[config.mk]
export PLATFORM = sky130hd
export DESIGN_NAME = bld_top
export DESIGN_NICKNAME = d
export VERILOG_FILES = /design/src/hdl/bld_tick_if_note_unused.sv /design/src/hdl/bld_pkg.sv /design/src/hdl/bld_tick_if.sv /design/src/hdl/bld_tick.sv /design/src/hdl/bld_top.sv
export VERILOG_INCLUDE_DIRS = /design/src /design/src/hdl
export SDC_FILE = /design/constraint.sdc
export NUM_CORES = 1
export LEC_CHECK = 0
export BUFFER_PORTS_ARGS = -buffer_cell sky130_fd_sc_hd__buf_4
export CAP_MARGIN = 20
export CORE_MARGIN = 4
export CORE_UTILIZATION = 50
export DETAILED_ROUTE_END_ITERATION = 6
export PLACE_DENSITY = 0.77
export RECOVER_POWER = 100
export SYNTH_ARGS = -nofsm -noshare
export SYNTH_HDL_FRONTEND = slang
export SYNTH_HIERARCHICAL = 1
export SYNTH_SLANG_ARGS = --single-unit
[constraint.sdc]
create_clock -name REF_CLK -period 4.3 [get_ports REF_CLK]
set_clock_uncertainty 0.15 [all_clocks]
set_input_delay 0.645 -clock REF_CLK [delete_from_list [all_inputs] [get_ports REF_CLK]]
set_output_delay 0.645 -clock REF_CLK [all_outputs]
set_load 0.01 [all_outputs]
[src/hdl/bld_regs.svh]
// Parameter addresses, reset values, ranges and timing of the backlight dimmer
`ifndef BLD_REGS_SVH
`define BLD_REGS_SVH

`define BLD_ADDR_W 10
`define BLD_DATA_W 16

`define BLD_ADDR_OP_BRIGHT 10'h024
`define BLD_ADDR_TIMEOUT 10'h2ea
`define BLD_ADDR_SB_BRIGHT 10'h2eb

`define BLD_RST_OP_BRIGHT 4'h6
`define BLD_RST_TIMEOUT 14'h0384
`define BLD_RST_SB_BRIGHT 4'h0

`define BLD_BRIGHT_MAX 4'h9
`define BLD_TIMEOUT_MIN 14'h003c
`define BLD_TIMEOUT_MAX 14'h270f

`define BLD_PWM_STEPS 4'h9

`define BLD_SECOND_NS 1000000000
`define BLD_CLK_PERIOD_NS 50
`define BLD_CYCLES_PER_SECOND (`BLD_SECOND_NS / `BLD_CLK_PERIOD_NS)

`endif

[src/hdl/bld_tick_if_note_unused.sv]
// Intentionally empty compile unit kept out; no logic here

[src/hdl/bld_pkg.sv]
// Types shared by the backlight dimmer modules
package bld_pkg;

    typedef enum logic {
        BLD_OPERATE,
        BLD_STANDBY
    } bld_mode_e;

    typedef logic [3:0] bld_bright_t;
    typedef logic [13:0] bld_secs_t;

endpackage : bld_pkg

[src/hdl/bld_tick_if.sv]
// Carrier between the dimmer core and its one-second tick generator
interface bld_tick_if;
    logic clear;
    logic tick;

    modport gen (
        input clear,
        output tick
    );

    modport user (
        output clear,
        input tick
    );
endinterface : bld_tick_if

[src/hdl/bld_tick.sv]
// One-second tick generator, realigned whenever the core clears it
`include "bld_regs.svh"

module bld_tick
    import bld_pkg::*;
#(
    parameter int unsigned CYCLES_PER_SECOND = `BLD_CYCLES_PER_SECOND
) (
    input wire logic clk,
    input wire logic rst_n,
    bld_tick_if.gen tk
);
    localparam int unsigned CW = $clog2(CYCLES_PER_SECOND);

    if (CYCLES_PER_SECOND < 2) begin : g_chk
        $error("bld_tick: CYCLES_PER_SECOND must be at least 2");
    end

    typedef struct packed {
        logic [CW-1:0] cnt;
        logic tick;
    } bld_tick_s;

    localparam logic [CW-1:0] LAST = CW'(CYCLES_PER_SECOND - 1);

    bld_tick_s st_reg;
    bld_tick_s st_next;

    always_comb begin
        st_next = st_reg;
        st_next.tick = 1'b0;
        if (tk.clear) begin
            // A press restarts the second so the period is never short
            st_next.cnt = '0;
        end else if (st_reg.cnt == LAST) begin
            st_next.cnt = '0;
            st_next.tick = 1'b1;
        end else begin
            st_next.cnt = st_reg.cnt + CW'(1);
        end
    end

    always_ff @(posedge clk or negedge rst_n) begin
        if (!rst_n) begin
            st_reg <= '0;
        end else begin
            st_reg <= st_next;
        end
    end

    assign tk.tick = st_reg.tick;
endmodule : bld_tick

[src/hdl/bld_top.sv]
// Backlight idle dimmer: operation and standby brightness with an inactivity timer
//
// Behaviour
// Ten brightness steps, codes 0 to 9
// Code 0 dimmest, 9 brightest, monotonic
// Two states, each with own brightness
// Button press or restart selects operation
// Inactivity timeout switches to standby brightness
// Any of three buttons restarts full period
// Equal settings give identical output levels
// Operation brightness at 036, 0-9, default 6
// Timeout at 746, 60-9999 s, default 900
// Standby brightness at 747, 0-9, default 0
// One-second tick counts; press/reset clear count
// New timeout applies from next press/restart; a restart reloads the default 900 instead
`include "bld_regs.svh"

module bld_top
    import bld_pkg::*;
#(
    parameter int unsigned CYCLES_PER_SECOND = `BLD_CYCLES_PER_SECOND
) (
    input wire logic REF_CLK,
    input wire logic RESETN,
    input wire logic [2:0] BUTTON,
    input wire logic [`BLD_ADDR_W-1:0] PARAM_ADDR,
    input wire logic [`BLD_DATA_W-1:0] PARAM_WDATA,
    input wire logic PARAM_WE,
    input wire logic PARAM_RE,
    output logic [`BLD_DATA_W-1:0] PARAM_RDATA,
    output logic [3:0] BACKLIGHT_LEVEL,
    output logic BACKLIGHT_PWM,
    output logic STANDBY_ACTIVE
);

    ////////////////////////////////////////////////////////////////////////
    // State

    typedef struct packed {
        bld_mode_e mode;
        bld_bright_t op_bright;
        bld_bright_t sb_bright;
        bld_secs_t timeout;
        bld_secs_t active_timeout;
        bld_secs_t sec_cnt;
        logic [3:0] pwm_cnt;
        bld_bright_t level;
        logic pwm;
        logic [`BLD_DATA_W-1:0] rdata;
    } bld_core_s;

    localparam bld_core_s RESET_STATE = '{
        mode: BLD_OPERATE,
        op_bright: `BLD_RST_OP_BRIGHT,
        sb_bright: `BLD_RST_SB_BRIGHT,
        timeout: `BLD_RST_TIMEOUT,
        active_timeout: `BLD_RST_TIMEOUT,
        sec_cnt: 14'h0000,
        pwm_cnt: 4'h0,
        level: `BLD_RST_OP_BRIGHT,
        pwm: 1'b0,
        rdata: 16'h0000
    };

    bld_core_s st_reg;
    bld_core_s st_next;

    bld_tick_if tk ();

    bld_tick #(
        .CYCLES_PER_SECOND(CYCLES_PER_SECOND)
    ) u_tick (
        .clk(REF_CLK),
        .rst_n(RESETN),
        .tk(tk.gen)
    );

    ////////////////////////////////////////////////////////////////////////
    // Helpers

    function automatic logic bright_ok(input logic [`BLD_DATA_W-1:0] v);
        bright_ok = (v <= {12'h000, `BLD_BRIGHT_MAX});
    endfunction

    function automatic logic [`BLD_DATA_W-1:0] widen(input bld_secs_t v);
        widen = {2'b00, v};
    endfunction

    logic press;
    logic expired;

    // Any held button keeps the timer at zero, not only its first edge
    assign press = |BUTTON;
    assign tk.clear = press;
    assign expired = tk.tick && (st_reg.sec_cnt + 14'h0001 >= st_reg.active_timeout);

    ////////////////////////////////////////////////////////////////////////
    // Next state

    always_comb begin
        st_next = st_reg;

        // Parameter writes; out-of-range values are ignored, keeping the old one
        if (PARAM_WE) begin
            case (PARAM_ADDR)
                `BLD_ADDR_OP_BRIGHT: begin
                    if (bright_ok(PARAM_WDATA)) begin
                        st_next.op_bright = PARAM_WDATA[3:0];
                    end
                end
                `BLD_ADDR_TIMEOUT: begin
                    if (PARAM_WDATA >= widen(`BLD_TIMEOUT_MIN)
                        && PARAM_WDATA <= widen(`BLD_TIMEOUT_MAX)) begin
                        st_next.timeout = PARAM_WDATA[13:0];
                    end
                end
                `BLD_ADDR_SB_BRIGHT: begin
                    if (bright_ok(PARAM_WDATA)) begin
                        st_next.sb_bright = PARAM_WDATA[3:0];
                    end
                end
                default: begin
                end
            endcase
        end

        if (PARAM_RE) begin
            case (PARAM_ADDR)
                `BLD_ADDR_OP_BRIGHT: st_next.rdata = {12'h000, st_reg.op_bright};
                `BLD_ADDR_TIMEOUT: st_next.rdata = widen(st_reg.timeout);
                `BLD_ADDR_SB_BRIGHT: st_next.rdata = {12'h000, st_reg.sb_bright};
                default: st_next.rdata = 16'h0000;
            endcase
        end

        // Inactivity timer and backlight state
        if (press) begin
            st_next.mode = BLD_OPERATE;
            st_next.sec_cnt = 14'h0000;
            // The running period only picks up a new timeout here
            st_next.active_timeout = st_reg.timeout;
        end else begin
            case (st_reg.mode)
                BLD_OPERATE: begin
                    if (expired) begin
                        st_next.mode = BLD_STANDBY;
                    end else if (tk.tick) begin
                        st_next.sec_cnt = st_reg.sec_cnt + 14'h0001;
                    end
                end
                BLD_STANDBY: begin
                end
                default: st_next.mode = BLD_OPERATE;
            endcase
        end

        // Level follows the state; equal settings give identical output
        st_next.level = (st_next.mode == BLD_STANDBY) ? st_next.sb_bright
                                                      : st_next.op_bright; // see R03

        // Duty of level/9: 0 is dark, 9 is fully on
        st_next.pwm_cnt = (st_reg.pwm_cnt == `BLD_PWM_STEPS - 4'h1) ? 4'h0
                                                                    : st_reg.pwm_cnt + 4'h1;
        st_next.pwm = (st_reg.pwm_cnt < st_reg.level);
    end

    always_ff @(posedge REF_CLK or negedge RESETN) begin
        if (!RESETN) begin
            st_reg <= RESET_STATE;
        end else begin
            st_reg <= st_next;
        end
    end

    ////////////////////////////////////////////////////////////////////////
    // Outputs

    assign PARAM_RDATA = st_reg.rdata;
    assign BACKLIGHT_LEVEL = st_reg.level;
    assign BACKLIGHT_PWM = st_reg.pwm;
    assign STANDBY_ACTIVE = (st_reg.mode == BLD_STANDBY);

endmodule : bld_top

; Yosys cells after proc, flatten, opt, wreduce, memory -nomap -nowiden
; Index checks and enable logic that the tools add are counted.
[word_totals]
reg_bits = 102
latchBits = 0
ram_bits = 0
romBits = 0
input_bits = 33
out_inout_bits = 22
elab_cells = 54
n_memories = 0
[classes]
addsub = 3
mul = 0
div_mod_pow = 0
magnitude_cmp = 5
eq_ne = 7
shift = 0
mux = 21
bitwise_logic = 0
n_reduce_logical = 6
[ops]
columns = op, n
row1 = $mux 14, 6
row2 = $mux 25, 2
row3 = $pmux 14 s3, 1
row4 = $add 25x1->25 const B, 1
row5 = $eq 25x25->1 const B, 1
row6 = $mux 4, 6
row7 = $mux 22, 1
row8 = $eq 10x10->1 const B, 2
row9 = $ge 16x6->1 const B, 1
row10 = $le 16x14->1 const B, 1
row11 = $le 16x4->1 const B, 1
row12 = $add 14x1->14 const B, 1
row13 = $ge 14x14->1, 1
row14 = $eq 10x6->1 const B, 1
row15 = $reduce_and 3->1, 2
row16 = $mux 1, 5
row17 = $add 4x1->4 const B, 1
row18 = $eq 4x4->1 const B, 1
row19 = $lt 4x4->1, 1
row20 = $reduce_or 3->1, 1
row21 = $logic_and 1x1->1, 2
row22 = $ne 2x1->1 const B, 1
row23 = $ne 2x2->1 const B, 1
row24 = $reduce_bool 2->1, 1

; Logic depth before layout (Yosys ltp)
[logic_depth]
word_depth = 7
depth_mapped = 15
ltp_nobuf = 14

; Modules after synthesis
; Netlist, hierarchy kept.
[by_module_without_submodules]
columns = mod, n_inst, cells_per_inst, area_per_inst_um2, seq_area_each_um2
row1 = bld_top, 1, 411, 4056.4, 1866.8
row2 = bld_tick, 1, 149, 1380.1, 650.6

; Worst setup path before layout
; No wires, ideal clock.
[synth_path]
path_type = register -> register
start = reg st_reg[25] (netlist name)
end = reg st_reg[31] (netlist name)
setup_time_ns = 0.144
t_arrival_ns = 3.073
t_required_ns = 4.006
path_slack_ns = 0.933
path_stages_with_launch = 16
path_buffers = 1
period_less_slack_ns = 3.367
path_cell_list = dfrtp_1 -> ha_1 -> nand3_2 -> nor2_1 -> and3_1 -> nand3_2 -> nor2_1 -> xor2_1 -> ha_1 -> nand4_1 -> o221ai_1 -> a21oi_1 -> nand3_1 -> clkbuf_1 -> o31ai_1 -> a21oi_1

==> results_dict.tcl <==
set metrics [dict create \
    power_density_mw_per_mm2 268 \
    period_needed_ps 3820 \
    grt.total_usage 0.188 \
    nets 647 \
    antenna_left 0 \
    synthCells 560 \
    rows 37 \
    die_w_um 112 \
    synth_cell_types 58 \
    crit_type "reg2reg" \
    clock_path_buffers 2 \
    status "finished with violations" \
    synth_area_leaders "dfrtp_1 (41%), dfstp_2 (5.8%), ha_1 (4.8%)" \
    cap_violations 3 \
    whs_ps 342 \
    die_h_um 112 \
    power.leakage_nw 2.55 \
    dpl.hpwl_um 8260 \
    min_path_type "reg2reg" \
    crit_required_ps 4440 \
    clock-sinks 100 \
    yosys.area.top_type "dfrtp_1" \
    busiest_layer "met2" \
    clk_pin_slew_worst_paths_ps 90 \
    routed_wl_um 11300 \
    dp_cells 718 \
    slew_headroom -0.277 \
    setup.worst_path.end_class "flip-flop" \
    final_common_cell "dfrtp_1" \
    fin_crit_sh 0.889 \
    firstDrtPassIters 5 \
    finalSetupViolCount 0 \
    via_per_inst 5.68 \
    rsz0062_at_grt "no" \
    start_kind "flip-flop" \
    cts_setup_buffers 0 \
    drcViolationCount 0 \
    drt_iter0_markers 289 \
    syn_area_mm2 0.00544 \
    arrival_ps 3960 \
    synth_seq_cells 100 \
    htree_levels 3 \
    io_pins 55 \
    critPathMaxFanout 18 \
    diodes 0 \
    vias 4170 \
    fin_cells 734 \
    dp_slack_ps 555 \
    violations "capacitance limit, slew limit" \
    postCtsHoldBufs 0 \
    antenna_found_initial 0 \
    slowest_stage "dfrtp_1" \
    setup_slack_ps 479 \
    dieArea_mm2 0.0126 \
    coreArea_mm2 0.0105 \
    start_util 0.520 \
    largest_register_ff_count 54 \
    drive_gt1_frac 0.140 \
    use_met1 0.250 \
    synth_ff_type "dfrtp_1" \
    timing.setup.tns_ps 0 \
    final_cell_mix "dfrtp_1 (88), nand2_1 (58), o21ai_0 (45)" \
    cts_made_buffers 9 \
    worstMarginPinSlew_ps 1920 \
    root_buffer "clkbuf_8" \
    grt_max_degree 65 \
    crit_chain "ha_1 > nand3_2 > nor2_1 > and3_1 > nand3_2 > nor2_1 > xor2_1 > ha_1 > nand4_1 > o221ai_1 > a21oi_1 > nand3_1 > buf_4 > or4_1 > a21oi_1" \
    place_congestion 0.815 \
    synth-edff-count 0 \
    yosys_warnings 6 \
    ys_seq_area_frac 0.463 \
    fmax_ghz 0.262 \
    async_flop_share 1.00 \
    max_stage_delay_ps 430 \
    synth_top_cell_area_share 0.405 \
    detail_route.wl_per_cell_um 15.4 \
    syn_to_final_growth_pct 7.64 \
    ir_drop_uv 157 \
    hold_viol_final 0 \
    cts_resized 0 \
    grt_pass1_vias 4193 \
    slew_viol_final 118 \
    tritoncts "built" \
    syn-mean-instance-area_um2 9.71 \
    reg2reg_slack_ps 480 \
    grtUsageMet2 0.316 \
    clk_latency_ps 370 \
    met3_usage 0.0415 \
    grt_pass1_wl_um 19800 \
    grt_overflow 0 \
    numPortBuffers 52 \
]
-- power breakdown --
group	internal (mW)	switching, mW
clock	0.225	0.327
sequential	0.942	0.00108
combinational	0.0240	0.0463
total	1.19	0.375
-- kinds of logic after synthesis --
logic type | Yosys count | synth area share
other | 1 | 0.000690
XOR/XNOR | 29 | 0.0467
adder cells (fa/ha/maj) | 21 | 0.0483
buffers and inverters | 75 | 0.0686
multiplexers | 16 | 0.0396
AND/OR/NAND/NOR | 217 | 0.225
AO/OA/AOI/OAI | 101 | 0.108
flip-flops | 100 | 0.463
-- per-stage QoR --
| stage | area, µm² | power, mW | util |
|---|---|---|---|
| floorplan | 5440 | 0.983 | - |
| global placement | 5820 | 1.03 | 0.556 |
| detailed placement | 5820 | 1.04 | 0.556 |
| CTS | 5990 | 1.59 | 0.573 |
| global route | 5850 | 1.63 | 0.559 |
| finish | 5850 | 1.57 | 0.559 |
-- path summary, 6_finish.rpt --
| kind | from | end | cells past startpoint |
|---|---|---|---|
| hold / removal | st_reg[21]$_DFF_PN0_ | st_reg[21]$_DFF_PN0_ | 1 |
| setup reg to reg | st_reg[25]$_DFFE_PN0P_ | st_reg[31]$_DFFE_PN0P_ | 15 |
| setup / recovery | st_reg[25]$_DFFE_PN0P_ | st_reg[31]$_DFFE_PN0P_ | 15 |
| min in group asynchronous | RESETN | st_reg[30]$_DFFE_PN0P_ | 1 |
| max in group asynchronous | RESETN | st_reg[39]$_DFFE_PN0N_ | 2 |
| hold reg to reg | st_reg[21]$_DFF_PN0_ | st_reg[21]$_DFF_PN0_ | 1 |
-- area by class of cell --
cell class	instances	area, µm²
inverters	38	143
repair buffers	58	339
fillers	956	4610
multi-input cells	386	2510
clock inverters	6	38.8
well taps	136	170
clock buffers	10	138
flip-flops and latches	100	2520
-- layer usage --
layer  routed length, µm  vias to the layer above
met1                5040                     2084
met2                5770                       68
li1                    -                     2010
met3                 439                        8
met4                  87                        0
met5                   0                        -
-- worst max-delay path, delay by kind of cell, from the launching register on --
kind            cells  cell delay, ps
flops               1             430
buf+inv             1             220
compound gates      3             710
xor+xnor            1             160
fa+ha+maj           2             500
simple gates        8            1560
-- cells in the mapped netlist (all sizes together), types with 2 or more instances --
cell type,n
dfrtp,88
nand2,58
o21ai,45
inv,38
nor2,30
buf,29
nand3,28
a21oi,27
ha,21
nand4,20
or3,15
xor2,15
mux2,14
xnor2,14
dfstp,12
clkbuf,8
nor3,8
nand2b,7
nor4,7
and3,6
nor3b,6
or4,6
a21o,5
and2,5
and4,5
o22ai,5
or2,5
nor2b,4
o31ai,4
o211ai,3
a222oi,2
a22o,2
a31oi,2
mux2i,2
nand4b,2
nor4bb,2
Note: power is estimated with default switching activity, not from simulation.
